$ cat src/rtl/icce_pkg.sv
// Purpose: Shared constants and types of the serial client engine
// Assumes: Byte-oriented two-wire bus, client role only
// Notes:   Mode bits select addressing width and condition events

package icce_pkg;

	// ****************************************************************
	// Widths and field positions
	// ****************************************************************
	localparam int          BYTE_W        = 8;
	localparam int          CNT_W         = 4;
	localparam int          MODE_W        = 2;
	localparam int          MODE_TEN_BIT  = 0;
	localparam int          MODE_EVENTS   = 1;
	localparam logic [3:0]  BITS_PER_BYTE = 4'h8;
	localparam logic [3:0]  LAST_TX_FALL  = 4'h7;
	localparam logic [4:0]  TEN_HI_PREFIX = 5'h1e;

	// ****************************************************************
	// Reset values
	// ****************************************************************
	localparam logic              FLAG_RST     = 1'b0;
	localparam logic              RELEASE_RST  = 1'b1;
	localparam logic              PIN_IDLE_RST = 1'b1;
	localparam logic              PIN_LOW      = 1'b0;
	localparam logic [BYTE_W-1:0] BYTE_RST     = 8'h00;
	localparam logic [CNT_W-1:0]  CNT_RST      = 4'h0;

	// ****************************************************************
	// Types
	// ****************************************************************
	typedef enum logic [2:0]
	{
		ST_IDLE  = 3'b000,
		ST_RX    = 3'b001,
		ST_ACK   = 3'b010,
		ST_TX    = 3'b011,
		ST_TXACK = 3'b100
	} icce_state_t;

	typedef enum logic [1:0]
	{
		KIND_ADDR = 2'b00,
		KIND_LOW  = 2'b01,
		KIND_DATA = 2'b10
	} icce_kind_t;

endpackage

$ cat src/rtl/icce_link_if.sv
// Purpose: Carries sampled bus levels, edges and address compares
// Assumes: All signals live in the mclk domain
// Notes:   det drives pin events, cmp answers address compares
`timescale 1ns/1ps

interface icce_link_if;
	logic       scl_s;
	logic       sda_s;
	logic       scl_rise;
	logic       scl_fall;
	logic       start_det;
	logic       stop_det;
	logic [7:0] rx_byte;
	logic [7:0] own_addr;
	logic       hi_ok;
	logic       seven_ok;
	logic       low_ok;

	modport det
	(
		output scl_s, sda_s, scl_rise, scl_fall, start_det, stop_det
	);
	modport cmp
	(
		input  rx_byte, own_addr,
		output hi_ok, seven_ok, low_ok
	);
	modport eng
	(
		input  scl_s, sda_s, scl_rise, scl_fall, start_det, stop_det,
		input  hi_ok, seven_ok, low_ok,
		output rx_byte, own_addr
	);
endinterface

$ cat src/rtl/icce_cond.sv
// Purpose: Synchronises bus pins and finds edges, Start and Stop
// Assumes: Pins are asynchronous to mclk
// Notes:   Stop counts only after a low clock phase since the last
//          condition
`timescale 1ns/1ps

module icce_cond
	import icce_pkg::*;
(
	input  wire logic mclk,
	input  wire logic rst,
	input  wire logic ce,
	input  wire logic scl_in,
	input  wire logic sda_in,
	icce_link_if.det  lnk
);
	logic scl_s1_reg;
	logic scl_s2_reg;
	logic scl_d_reg;
	logic sda_s1_reg;
	logic sda_s2_reg;
	logic sda_d_reg;
	logic low_seen_reg;
	logic low_seen_next;
	logic start_c;
	logic stop_c;

	// ****************************************************************
	// Conditions
	// ****************************************************************
	assign start_c = scl_s2_reg & scl_d_reg & sda_d_reg & ~sda_s2_reg;
	assign stop_c  = scl_s2_reg & scl_d_reg & ~sda_d_reg & sda_s2_reg
		& low_seen_reg;

	always_comb
	begin
		low_seen_next = low_seen_reg;
		if (start_c || stop_c)
			low_seen_next = FLAG_RST;
		else if (!scl_s2_reg)
			low_seen_next = 1'b1;
	end

	always_ff @(posedge mclk or posedge rst)
	begin
		if (rst)
		begin
			scl_s1_reg   <= PIN_IDLE_RST;
			scl_s2_reg   <= PIN_IDLE_RST;
			scl_d_reg    <= PIN_IDLE_RST;
			sda_s1_reg   <= PIN_IDLE_RST;
			sda_s2_reg   <= PIN_IDLE_RST;
			sda_d_reg    <= PIN_IDLE_RST;
			low_seen_reg <= FLAG_RST;
		end
		else if (ce)
		begin
			scl_s1_reg   <= scl_in;
			scl_s2_reg   <= scl_s1_reg;
			scl_d_reg    <= scl_s2_reg;
			sda_s1_reg   <= sda_in;
			sda_s2_reg   <= sda_s1_reg;
			sda_d_reg    <= sda_s2_reg;
			low_seen_reg <= low_seen_next;
		end
	end

	assign lnk.scl_s     = scl_s2_reg;
	assign lnk.sda_s     = sda_s2_reg;
	assign lnk.scl_rise  = scl_s2_reg & ~scl_d_reg;
	assign lnk.scl_fall  = ~scl_s2_reg & scl_d_reg;
	assign lnk.start_det = start_c;
	assign lnk.stop_det  = stop_c;
endmodule

$ cat src/rtl/icce_match.sv
// Purpose: Compares a received byte against the own address
// Assumes: Compare results are read on the eighth falling edge
// Notes:   Purely combinational
`timescale 1ns/1ps

module icce_match
	import icce_pkg::*;
(
	icce_link_if.cmp lnk
);
	// ****************************************************************
	// Compares
	// ****************************************************************
	assign lnk.hi_ok    = (lnk.rx_byte[7:3] == TEN_HI_PREFIX)
		&& (lnk.rx_byte[2:1] == lnk.own_addr[2:1]);
	assign lnk.seven_ok = lnk.rx_byte[7:1] == lnk.own_addr[7:1];
	assign lnk.low_ok   = lnk.rx_byte == lnk.own_addr;
endmodule

$ cat src/rtl/icce_client.sv
// Purpose: Client engine of a byte-oriented two-wire serial port
// Assumes: External host drives SCL; pins are open drain
// Notes:   Software controls are plain ports; *_we, *_re, *_set and
//          *_clr inputs are one-cycle pulses
`timescale 1ns/1ps

module icce_client
	import icce_pkg::*;
(
	input  wire logic                          mclk,
	input  wire logic                          rst,
	input  wire logic                          ce,
	input  wire logic                          scl_in,
	output logic                               scl_out,
	output logic                               scl_oe_n,
	input  wire logic                          sda_in,
	output logic                               sda_out,
	output logic                               sda_oe_n,
	input  wire logic [icce_pkg::MODE_W-1:0]   port_mode_select,
	input  wire logic                          start_irq_enable,
	input  wire logic                          stop_irq_enable,
	input  wire logic                          address_hold_enable,
	input  wire logic                          data_hold_enable,
	input  wire logic                          ack_value_select,
	input  wire logic                          buffer_overwrite_enable,
	input  wire logic                          stretch_enable,
	input  wire logic                          client_collision_detect_enable,
	input  wire logic [icce_pkg::BYTE_W-1:0]   own_addr_wdata,
	input  wire logic                          own_addr_we,
	input  wire logic [icce_pkg::BYTE_W-1:0]   buf_wdata,
	input  wire logic                          buf_we,
	input  wire logic                          buf_re,
	input  wire logic                          clock_release_set,
	input  wire logic                          serial_event_clr,
	input  wire logic                          overflow_clr,
	input  wire logic                          bus_collision_clr,
	output logic [icce_pkg::BYTE_W-1:0]        own_address_reg,
	output logic [icce_pkg::BYTE_W-1:0]        shift_buffer_reg,
	output logic                               serial_event_flag,
	output logic                               buffer_full_flag,
	output logic                               receive_overflow_flag,
	output logic                               ack_received_flag,
	output logic                               ack_time_flag,
	output logic                               address_update_flag,
	output logic                               clock_release_bit,
	output logic                               read_write_flag,
	output logic                               start_seen_flag,
	output logic                               stop_seen_flag,
	output logic                               bus_collision_flag
);
	import icce_pkg::*;

	icce_link_if lnk();

	icce_cond u_cond
	(
		.mclk   (mclk),
		.rst    (rst),
		.ce     (ce),
		.scl_in (scl_in),
		.sda_in (sda_in),
		.lnk    (lnk.det)
	);

	icce_match u_match
	(
		.lnk (lnk.cmp)
	);

	icce_state_t             state_reg;
	icce_state_t             state_next;
	icce_kind_t              kind_reg;
	icce_kind_t              kind_next;
	logic [CNT_W-1:0]        cnt_reg;
	logic [CNT_W-1:0]        cnt_next;
	logic [BYTE_W-1:0]       rx_reg;
	logic [BYTE_W-1:0]       rx_next;
	logic [BYTE_W-1:0]       tx_reg;
	logic [BYTE_W-1:0]       tx_next;
	logic                    ack_ok_reg;
	logic                    ack_ok_next;
	logic                    ten_done_reg;
	logic                    ten_done_next;
	logic                    scl_oe_n_next;
	logic                    sda_oe_n_next;
	logic [BYTE_W-1:0]       own_next;
	logic [BYTE_W-1:0]       buf_next;
	logic                    ev_next;
	logic                    bf_next;
	logic                    ov_next;
	logic                    ackr_next;
	logic                    ack_time_flag_next;
	logic                    ua_next;
	logic                    ckp_next;
	logic                    rw_next;
	logic                    ss_next;
	logic                    ps_next;
	logic                    bcl_next;
	logic                    ten;
	logic                    ev_mode;
	logic                    overflow;
	logic                    cur_hold;
	logic                    ack_now;
	logic                    match;
	logic                    hold_req;

	assign lnk.rx_byte  = rx_reg;
	assign lnk.own_addr = own_address_reg;

	// ****************************************************************
	// Decode
	// ****************************************************************
	assign ten      = port_mode_select[MODE_TEN_BIT];
	assign ev_mode  = port_mode_select[MODE_EVENTS];
	assign overflow = buffer_full_flag | receive_overflow_flag;
	assign cur_hold = (kind_reg == KIND_DATA) ? data_hold_enable
		: address_hold_enable;
	assign ack_now  = ack_ok_reg && !(cur_hold && ack_value_select);
	assign hold_req = (!clock_release_bit && state_reg != ST_IDLE)
		|| address_update_flag;

	always_comb
	begin
		unique case (kind_reg)
			KIND_ADDR: match = ten ? (lnk.hi_ok
				&& (!rx_reg[0] || ten_done_reg))
				: lnk.seven_ok;
			KIND_LOW:  match = lnk.low_ok;
			default:   match = 1'b1;
		endcase
	end

	// ****************************************************************
	// Next state
	// ****************************************************************
	always_comb
	begin
		state_next    = state_reg;
		kind_next     = kind_reg;
		cnt_next      = cnt_reg;
		rx_next       = rx_reg;
		tx_next       = tx_reg;
		ack_ok_next   = ack_ok_reg;
		ten_done_next = ten_done_reg;
		own_next      = own_address_reg;
		buf_next      = shift_buffer_reg;
		ev_next       = serial_event_flag & ~serial_event_clr;
		bf_next       = buffer_full_flag & ~buf_re;
		ov_next       = receive_overflow_flag & ~overflow_clr;
		ackr_next     = ack_received_flag;
		ack_time_flag_next   = ack_time_flag;
		ua_next       = address_update_flag;
		ckp_next      = clock_release_bit | clock_release_set;
		rw_next       = read_write_flag;
		ss_next       = start_seen_flag;
		ps_next       = stop_seen_flag;
		bcl_next      = bus_collision_flag & ~bus_collision_clr;
		if (own_addr_we)
		begin
			own_next = own_addr_wdata;
			ua_next  = 1'b0;
		end
		if (buf_we)
		begin
			buf_next = buf_wdata;
			tx_next  = buf_wdata;
			bf_next  = 1'b1;
		end
		unique case (state_reg)
			ST_IDLE:
			begin
			end
			ST_RX:
			begin
				if (lnk.scl_rise)
				begin
					rx_next  = {rx_reg[6:0], lnk.sda_s};
					cnt_next = cnt_reg + 4'h1;
				end
				if (lnk.scl_fall && cnt_reg == BITS_PER_BYTE)
				begin
					cnt_next = CNT_RST;
					if (kind_reg == KIND_LOW && !match)
					begin
						ev_next     = 1'b1;
						ua_next     = 1'b1;
						ack_ok_next = 1'b0;
						state_next  = ST_ACK;
					end
					else if (!match)
						state_next = ST_IDLE;
					else
					begin
						if (!overflow || buffer_overwrite_enable)
						begin
							buf_next = rx_reg;
							bf_next  = 1'b1;
						end
						if (overflow)
							ov_next = 1'b1;
						ack_ok_next = !overflow
							|| buffer_overwrite_enable;
						if (kind_reg == KIND_ADDR)
							rw_next = rx_reg[0];
						if (cur_hold)
						begin
							ev_next     = 1'b1;
							ckp_next    = 1'b0;
							ack_time_flag_next = 1'b1;
						end
						state_next = ST_ACK;
					end
				end
			end
			ST_ACK:
			begin
				if (lnk.scl_fall)
				begin
					ack_time_flag_next = 1'b0;
					if (!ack_now)
						state_next = ST_IDLE;
					else
					begin
						ev_next = 1'b1;
						if (kind_reg == KIND_ADDR && ten && !read_write_flag)
						begin
							ua_next    = 1'b1;
							kind_next  = KIND_LOW;
							state_next = ST_RX;
						end
						else if (kind_reg == KIND_LOW)
						begin
							ua_next       = 1'b1;
							ten_done_next = 1'b1;
							kind_next     = KIND_DATA;
							state_next    = ST_RX;
						end
						else if (read_write_flag)
						begin
							ckp_next   = 1'b0;
							state_next = ST_TX;
						end
						else
						begin
							kind_next  = KIND_DATA;
							state_next = ST_RX;
							if (stretch_enable)
								ckp_next = 1'b0;
						end
					end
				end
			end
			ST_TX:
			begin
				if (lnk.scl_rise && client_collision_detect_enable
					&& tx_reg[7] && !lnk.sda_s)
				begin
					bcl_next   = 1'b1;
					state_next = ST_IDLE;
				end
				else if (lnk.scl_fall)
				begin
					tx_next  = {tx_reg[6:0], 1'b0};
					cnt_next = cnt_reg + 4'h1;
					if (cnt_reg == LAST_TX_FALL)
					begin
						cnt_next   = CNT_RST;
						state_next = ST_TXACK;
					end
				end
			end
			ST_TXACK:
			begin
				if (lnk.scl_rise)
					ackr_next = lnk.sda_s;
				if (lnk.scl_fall)
				begin
					ev_next = 1'b1;
					if (ack_received_flag)
						state_next = ST_IDLE;
					else
					begin
						ckp_next   = 1'b0;
						state_next = ST_TX;
					end
				end
			end
			default:
				state_next = ST_IDLE;
		endcase
		if (lnk.start_det)
		begin
			state_next = ST_RX;
			kind_next  = KIND_ADDR;
			cnt_next   = CNT_RST;
			ss_next    = 1'b1;
			ps_next    = 1'b0;
			if (ev_mode || start_irq_enable)
				ev_next = 1'b1;
		end
		else if (lnk.stop_det)
		begin
			state_next    = ST_IDLE;
			ten_done_next = 1'b0;
			ss_next       = 1'b0;
			ps_next       = 1'b1;
			if (ev_mode || stop_irq_enable)
				ev_next = 1'b1;
		end
		// Open drain: pull only while low is wanted; SCL only once low
		scl_oe_n_next = !(hold_req && (!lnk.scl_s || !scl_oe_n));
		sda_oe_n_next = !((state_reg == ST_ACK && ack_now)
			|| (state_reg == ST_TX && !tx_reg[7]));
	end

	// ****************************************************************
	// Registers
	// ****************************************************************
	always_ff @(posedge mclk or posedge rst)
	begin
		if (rst)
		begin
			state_reg             <= ST_IDLE;
			kind_reg              <= KIND_ADDR;
			cnt_reg               <= CNT_RST;
			rx_reg                <= BYTE_RST;
			tx_reg                <= BYTE_RST;
			ack_ok_reg            <= FLAG_RST;
			ten_done_reg          <= FLAG_RST;
			scl_out               <= PIN_LOW;
			sda_out               <= PIN_LOW;
			scl_oe_n              <= PIN_IDLE_RST;
			sda_oe_n              <= PIN_IDLE_RST;
			own_address_reg       <= BYTE_RST;
			shift_buffer_reg      <= BYTE_RST;
			serial_event_flag     <= FLAG_RST;
			buffer_full_flag      <= FLAG_RST;
			receive_overflow_flag <= FLAG_RST;
			ack_received_flag     <= FLAG_RST;
			ack_time_flag         <= FLAG_RST;
			address_update_flag   <= FLAG_RST;
			clock_release_bit     <= RELEASE_RST;
			read_write_flag       <= FLAG_RST;
			start_seen_flag       <= FLAG_RST;
			stop_seen_flag        <= FLAG_RST;
			bus_collision_flag    <= FLAG_RST;
		end
		else if (ce)
		begin
			state_reg             <= state_next;
			kind_reg              <= kind_next;
			cnt_reg               <= cnt_next;
			rx_reg                <= rx_next;
			tx_reg                <= tx_next;
			ack_ok_reg            <= ack_ok_next;
			ten_done_reg          <= ten_done_next;
			scl_out               <= PIN_LOW;
			sda_out               <= PIN_LOW;
			scl_oe_n              <= scl_oe_n_next;
			sda_oe_n              <= sda_oe_n_next;
			own_address_reg       <= own_next;
			shift_buffer_reg      <= buf_next;
			serial_event_flag     <= ev_next;
			buffer_full_flag      <= bf_next;
			receive_overflow_flag <= ov_next;
			ack_received_flag     <= ackr_next;
			ack_time_flag         <= ack_time_flag_next;
			address_update_flag   <= ua_next;
			clock_release_bit     <= ckp_next;
			read_write_flag       <= rw_next;
			start_seen_flag       <= ss_next;
			stop_seen_flag        <= ps_next;
			bus_collision_flag    <= bcl_next;
		end
	end
endmodule

$ cat config.mk
export PLATFORM = sky130hd
export DESIGN_NAME = icce_client
export DESIGN_NICKNAME = d
export VERILOG_FILES = /design/src/rtl/icce_pkg.sv /design/src/rtl/icce_link_if.sv /design/src/rtl/icce_cond.sv /design/src/rtl/icce_match.sv /design/src/rtl/icce_client.sv
export SDC_FILE = /design/constraint.sdc
export NUM_CORES = 1
export LEC_CHECK = 0
export BUFFER_PORTS_ARGS = -buffer_cell sky130_fd_sc_hd__buf_2
export CAP_MARGIN = 25
export CELL_PAD_IN_SITES_DETAIL_PLACEMENT = 1
export CELL_PAD_IN_SITES_GLOBAL_PLACEMENT = 1
export CORE_ASPECT_RATIO = 1.2
export CORE_MARGIN = 3
export CORE_UTILIZATION = 44
export CTS_BUF_LIST = sky130_fd_sc_hd__clkbuf_8
export CTS_CLUSTER_DIAMETER = 150
export DETAILED_ROUTE_END_ITERATION = 10
export GPL_TIMING_DRIVEN = 0
export PLACE_DENSITY_LB_ADDON = 0.15
export SYNTH_ARGS = -nofsm -noshare
export SYNTH_HDL_FRONTEND = slang
export SYNTH_HIERARCHICAL = 1
export SYNTH_SLANG_ARGS = --single-unit
$ cat constraint.sdc
create_clock -name mclk -period 2.6 [get_ports mclk]
set_input_delay 0.52 -clock mclk [delete_from_list [all_inputs] [get_ports mclk]]
set_output_delay 0.52 -clock mclk [all_outputs]
set_load 0.005 [all_outputs]
Word level (Yosys, flattened, before mapping) --
Index checks and enable logic that the tools add are counted.
Operators by class: $add $sub $neg 1, equality and inequality tests 28, muxes and demuxes 110, bitwise operators 23, reductions and logical operators 56
Operators by type and width (number):
- 2-to-1 mux 8 bit | 10
- 2-to-1 mux 1 bit | 65
- 2-to-1 mux 2 bit | 14
- 2-to-1 mux 3 bit | 8
- 2-to-1 mux 4 bit | 6
- logical AND 1 bit | 15
- case mux 3 bit (5 select lines) | 1
- AND reduction 7 bit | 2
- AND 1 bit | 12
- zero test 1 bit | 12
- inequality test 2 bit (second input constant) | 6
- inequality test 4 x 2 -> 1 bit (second input constant) | 3
- nonzero test 2 bit | 6
- inequality test 5 x 3 -> 1 bit (second input constant) | 2
- AND reduction 5 bit | 2
- NOT 1 bit | 9
- equality test 8 bit | 1
- logical OR 1 bit | 8
- case mux 4 bit (2 select lines) | 1
- equality test 7 bit | 1
- equality test 3 x 2 -> 1 bit (second input constant) | 2
- inequality test 3 x 2 -> 1 bit (second input constant) | 2
- case mux 1 bit (2 select lines) | 3
- case mux 1 bit (3 select lines) | 2
- other kinds (20) | 25
Storage, ports and cells: bits in registers 63, input bits 38

Logic depth before layout (Yosys ltp) --
word-level depth 13, gate-level depth with buffers 9, gate-level depth less buffers 8

Modules after synthesis --
Netlist, hierarchy kept.
By module, submodules not included:
- icce_client | instances 1, cells each 289, area each 2940.3 um^2, sequential area each 1405.1 um^2
- icce_cond | instances 1, cells each 26, area each 316.6 um^2, sequential area each 182.7 um^2
- icce_match | instances 1, cells each 15, area each 112.6 um^2, sequential area each 0.0 um^2

Worst setup path before layout --
No wires, ideal clock.
path kind register -> register, start point register own_address_reg[1] (netlist bit), end point register shift_buffer_reg[0] (netlist bit), library setup time 0.079 ns, arrival time 2.207 ns, data required time 2.521 ns, setup slack 0.314 ns, stages on the path, launching flop included 10, path buffers 1, clock period less this slack 2.286 ns, cells stage by stage dfrtp_1 > xnor2_1 > nand4_1 > nor3_1 > nor2b_2 > a311oi_2 > or4_4 > buf_6 > a21oi_4 > a2bb2oi_1
Between the ends: elaborated cells on any way between the ends 13, those cells by class eq/ne: 3; mux: 6; reduce/logical: 4
RTL lines:
- start: declaration | RTL line icce_client.sv:37 | output logic [icce_pkg::BYTE_W-1:0] own_address_reg,
- start signal: assignment | RTL line icce_client.sv:361 | own_address_reg <= own_next;
- equality test 7 bit * | RTL line icce_match.sv:16 | assign lnk.seven_ok = lnk.rx_byte[7:1] == lnk.own_addr[7:1];
- named net lnk.seven_ok | RTL line icce_link_if.sv:16 | logic seven_ok;
- 2-to-1 mux 1 bit * | RTL line icce_client.sv:125 | KIND_ADDR: match = ten ? (lnk.hi_ok
- case mux 1 bit (2 select lines) * | RTL line icce_client.sv:124 | unique case (kind_reg)
- zero test 1 bit
- logical AND 1 bit | RTL line icce_client.sv:183 | if (kind_reg == KIND_LOW && !match)
- 2-to-1 mux 8 bit * | RTL line icce_client.sv:183
- 2-to-1 mux 8 bit * | RTL line icce_client.sv:180 | if (lnk.scl_fall && cnt_reg == BITS_PER_BYTE)
- 2-to-1 mux 8 bit * | RTL line icce_client.sv:169 | unique case (state_reg)
- end signal: assignment | RTL line icce_client.sv:362 | shift_buffer_reg <= buf_next;
- end: declaration | RTL line icce_client.sv:38 | output logic [icce_pkg::BYTE_W-1:0] shift_buffer_reg,
Mark *: on every way through the listed nets, which the timed path passes. The rest lies on a longest branch. A chain may end at the register's enable or synchronous reset.

Worst setup path in the final report --
start point register rx_reg[1], in the netlist lnk.rx_byte[1], end point register shift_buffer_reg[0] (netlist bit)
Between the ends: elaborated cells on any way between the ends 13, those cells by class eq/ne: 3; mux: 6; reduce/logical: 4
RTL lines:
- start: declaration | RTL line icce_client.sv:76 | logic [BYTE_W-1:0] rx_reg;
- start signal: assignment | RTL line icce_client.sv:353 | rx_reg <= rx_next;
- equality test 8 bit * | RTL line icce_match.sv:17 | assign lnk.low_ok = lnk.rx_byte == lnk.own_addr;
- named net lnk.low_ok | RTL line icce_link_if.sv:17 | logic low_ok;
- case mux 1 bit (2 select lines) * | RTL line icce_client.sv:124
- zero test 1 bit
- logical AND 1 bit | RTL line icce_client.sv:183
- 2-to-1 mux 8 bit * | RTL line icce_client.sv:183
- 2-to-1 mux 8 bit * | RTL line icce_client.sv:180
- 2-to-1 mux 8 bit * | RTL line icce_client.sv:169
Marks and branches as above.

==> impl_summary.md <==
Status
The flow ran to the end, and the final reports show no timing, DRC or antenna violations.

Placement
The half-perimeter wire length of the detailed placement result is 7390 um. The placer congestion estimate is 0.885. In this run the tool buffered the top-level ports with 66 buffer cells. OpenSTA, run right after detailed placement, puts the worst setup slack at -0.145 ns.

STA
The number of hold-slack violations in the final timing report is 0. Setup violations remaining at the end of the flow were counted as 0. The number of pins exceeding their max-slew limit in the final report was 0. The clock period could shrink to about 2.5 ns.

For the pin with the worst max-slew slack, the measured transition is 0.681 ns. Setup repair after global routing could not meet its margin everywhere. The highest clock rate is 0.404 GHz. The final setup slack of the worst path is about 0.12 ns. The worst slew slack as a fraction of its limit is 0.543. In the finished design, the share of the clock period the worst path needs comes to 0.953. The post-route clock skew is ~0.0075 ns.

Clock tree
The clock input transition at the sequential cells of the worst setup and hold paths is roughly 0.070 ns. Counting the buffers created by CTS gives 9. TritonCTS built the clock tree. The total clock sinks is 63. The tree is rooted in a sky130_fd_sc_hd__clkbuf_8.

The clock reaches the later pin of the worst-skew pair after 0.35 ns. The deepest clock path buffer count is 2. The number of buffers inserted for hold repair after clock tree synthesis is 0. The H-tree was split into 3 levels.

Detailed routing
In the final routed layout, each cell accounts on average for 19.8 um. For this run, design rule violations remaining after detail routing come to 0. The detail route stage leaves a number of antenna-violating nets equal to 0.

The routed design has 10000 um of wire. The number of iterations in the first detailed-routing pass is 4. The count of routing violations after the opening detailed-route iteration is 195. The total via count after detailed routing is roughly 3000. In the routed layout, each cell is associated on average with a via count of 5.88.

Logic synthesis
Of the total synthesized cell area, the portion taken by AND, OR, NAND and NOR gates is 0.160. The post-synthesis mux area share is 0.0802. The synthesized-area fraction occupied by ao, oa, aoi and oai cells came to 0.201. The number of warnings printed during yosys synthesis is 6. Yosys mapped a number of flops with a built-in enable equal to 0. Of the total synthesized cell area, the portion taken by full adders, half adders and majority gates is 0.0104.

In the synthesized netlist the async set-or-reset flop fraction comes to 1.00. Counting flops and latches in the post-synthesis netlist gives between 60 and 70. The cell count after synthesis is 330. The mean instance size in the synthesized netlist is 10.2 um2. The summed instance area of the synthesized netlist is approximately 3400 um2. By area, the combinational part of the netlist is dominated by compound AO/OA/AOI/OAI gates. In this run, distinct cell masters in the synthesized netlist total 64. Among all flip-flop cells after synthesis, the most frequent one is sky130_fd_sc_hd__dfrtp_1. The XOR/XNOR share of the synthesized area is 0.0260. The share of the Yosys chip area taken by registers is 0.471.

Final layout
The share of post-route cells with drive strength above 1 is 0.367. The net total in the final layout is approximately 450. Compared with the post-synthesis result, the final layout area differs by 22.3%. The library cells used most frequently in the layout, excluding fill and tap cells, are sky130_fd_sc_hd__buf_2 (69), sky130_fd_sc_hd__dfrtp_1 (52), sky130_fd_sc_hd__nand2_1 (30). Measured on the finished design, the core utilization comes to 0.560.

Leaving out fill and tap cells, the most frequent cell in the layout is sky130_fd_sc_hd__buf_2. The number of diodes added for antenna fixing is 0.

GRT
For this run the aggregate overflow at the end of global routing stands at 0. The via count of the first global-routing pass is 3220. For this run, the total global-route usage over all layers was measured as 0.239. The pin count of the biggest net entering global routing is 43.

The global-route wire length before repair is 16200 um. The initial antenna violation count was 0.

Floorplanning
The die covers approximately 8700 um2. The starting density of the core is 0.458. After floorplanning, the core was sized to cover 7360 um2. The top-level port count is between 60 and 70.

The die boundary width is 85.9 um. From bottom edge to top edge, the die measures roughly 100 um. After floorplanning, the core was divided into 34 placement rows.

Setup path
Along the worst path, the maximum fanout reaches 11. In this run the critical register-to-register path is launched from lnk.rx_byte[1]. The flop-to-flop setup slack is 0.12 ns. The startpoint type of the worst setup path is a flip-flop.

For the worst setup path, the data required time is 2.86 ns. STA puts the critical path data arrival time at ~2.7 ns. The worst setup path is captured at a flip-flop. The worst setup path is of the reg2reg kind. The depth of the most critical reg-to-reg path is 9. In this run the critical register-to-register path is captured at shift_buffer_reg[0].

Min path
The tightest min-delay check is of the in2async type.

Pwr
The standby leakage power is about 1.8 nW. The maximum ir drop on the vdd rail is between 300 and 400 uV. In this run the power density over the cells is 624 nW/um2.

Run
The number of maximum-capacitance constraint violations is 0.
## stage by stage
step                      setup TNS, ns  instances  hold WS (ns)  total power (W)  area [um2]
after floorplan                       0        331         0.319          0.00151        3370
final                                 0        507         0.114          0.00257        4120
after CTS                             0        505         0.106          0.00259        4060
after detailed placement         -0.900        488         0.457          0.00173        3840
after global routing             -0.266        507         0.121          0.00271        4120
after global placement            -6.80        487         0.441          0.00169        3820
## what timing repair did
item | CTS | global route
buffers inserted | 0 | 2
gates cloned | 1 | 0
pin swaps | 2 | 5
gates resized for setup | 3 | 11
endpoints found under the setup margin | 9 | 17
## where the power goes
part           switching [W]  internal, W
clock network       0.000400     0.000435
registers           0.000116      0.00110
logic               0.000282     0.000234
## how the worst max path moves through the flow
stage,start,endpoint,slack [ns],cells past startpoint
CTS,lnk.rx_byte[3],shift_buffer_reg[4],0.002,9
floorplan,own_address_reg[1],shift_buffer_reg[0],0.31,9
detailed placement,lnk.rx_byte[1],shift_buffer_reg[4],-0.15,7
global route,lnk.rx_byte[4],shift_buffer_reg[2],-0.06,9
global placement,rst,address_update_flag,-0.13,2
finish,lnk.rx_byte[1],shift_buffer_reg[0],0.12,9
## Yosys cell counts (3+ instances only)
cell type                   number  area share
sky130_fd_sc_hd__nand3_1         7       0.010
sky130_fd_sc_hd__mux2_2         24       0.080
sky130_fd_sc_hd__nand2_1        30       0.033
sky130_fd_sc_hd__nor3_1          9       0.013
sky130_fd_sc_hd__dfrtp_1        54        0.40
sky130_fd_sc_hd__o21ai_0        14       0.021
sky130_fd_sc_hd__buf_6           3       0.010
sky130_fd_sc_hd__xor2_1          3      0.0078
sky130_fd_sc_hd__a21oi_1        18       0.027
sky130_fd_sc_hd__nor3b_1         3      0.0067
sky130_fd_sc_hd__o211ai_1        4      0.0089
sky130_fd_sc_hd__a2bb2oi_1       8       0.021
sky130_fd_sc_hd__nand2b_1        3      0.0056
sky130_fd_sc_hd__a31oi_1         7       0.013
sky130_fd_sc_hd__nor2_1         22       0.025
sky130_fd_sc_hd__inv_1          15       0.017
sky130_fd_sc_hd__nand4_1         3      0.0056
sky130_fd_sc_hd__o22ai_1        19       0.035
sky130_fd_sc_hd__buf_2           3      0.0045
sky130_fd_sc_hd__o31ai_1         4      0.0089
sky130_fd_sc_hd__clkbuf_1        7      0.0078
sky130_fd_sc_hd__xnor2_1         7       0.018
sky130_fd_sc_hd__nand3b_1        3      0.0067
sky130_fd_sc_hd__dfstp_2         9       0.070
sky130_fd_sc_hd__nor2b_1         4      0.0074
sky130_fd_sc_hd__buf_4           3      0.0067
## final cells by class
cell class	instances	area, um2
Timing Repair Buffer	69	365
Sequential cell	63	1590
Clock buffer	9	124
Clock inverter	7	65.1
Multi-Input combinational cell	237	1700
Fill cell	852	3240
Buffer	17	111
Tap cell	90	113
Inverter	15	56.3
## critical path, stage by stage (launching register included)
cell                        delay, ns
sky130_fd_sc_hd__dfrtp_1         0.44
sky130_fd_sc_hd__xnor2_2         0.17
sky130_fd_sc_hd__nand4_1         0.17
sky130_fd_sc_hd__buf_4           0.18
sky130_fd_sc_hd__nor4_4          0.30
sky130_fd_sc_hd__nor2_4          0.12
sky130_fd_sc_hd__or4_4           0.43
sky130_fd_sc_hd__buf_6           0.16
sky130_fd_sc_hd__a21oi_4         0.23
sky130_fd_sc_hd__a2bb2oi_1       0.19
## metal layers
layer,GRT usage,routed length [um]
met1,0.285,4000
met2,0.420,5280
met3,0.0435,450
met4,0.111,297
met5,0,0
## logic make-up after synthesis
family | count (synthesis)
AOI/OAI and AO/OA | 97
xor gates and xnor gates | 10
adders and majority gates | 3
buffers and inverters | 32
DFF | 63
muxes | 24
other | 1
and+or+nand+nor | 100
Power figures use the tool's default switching activity.
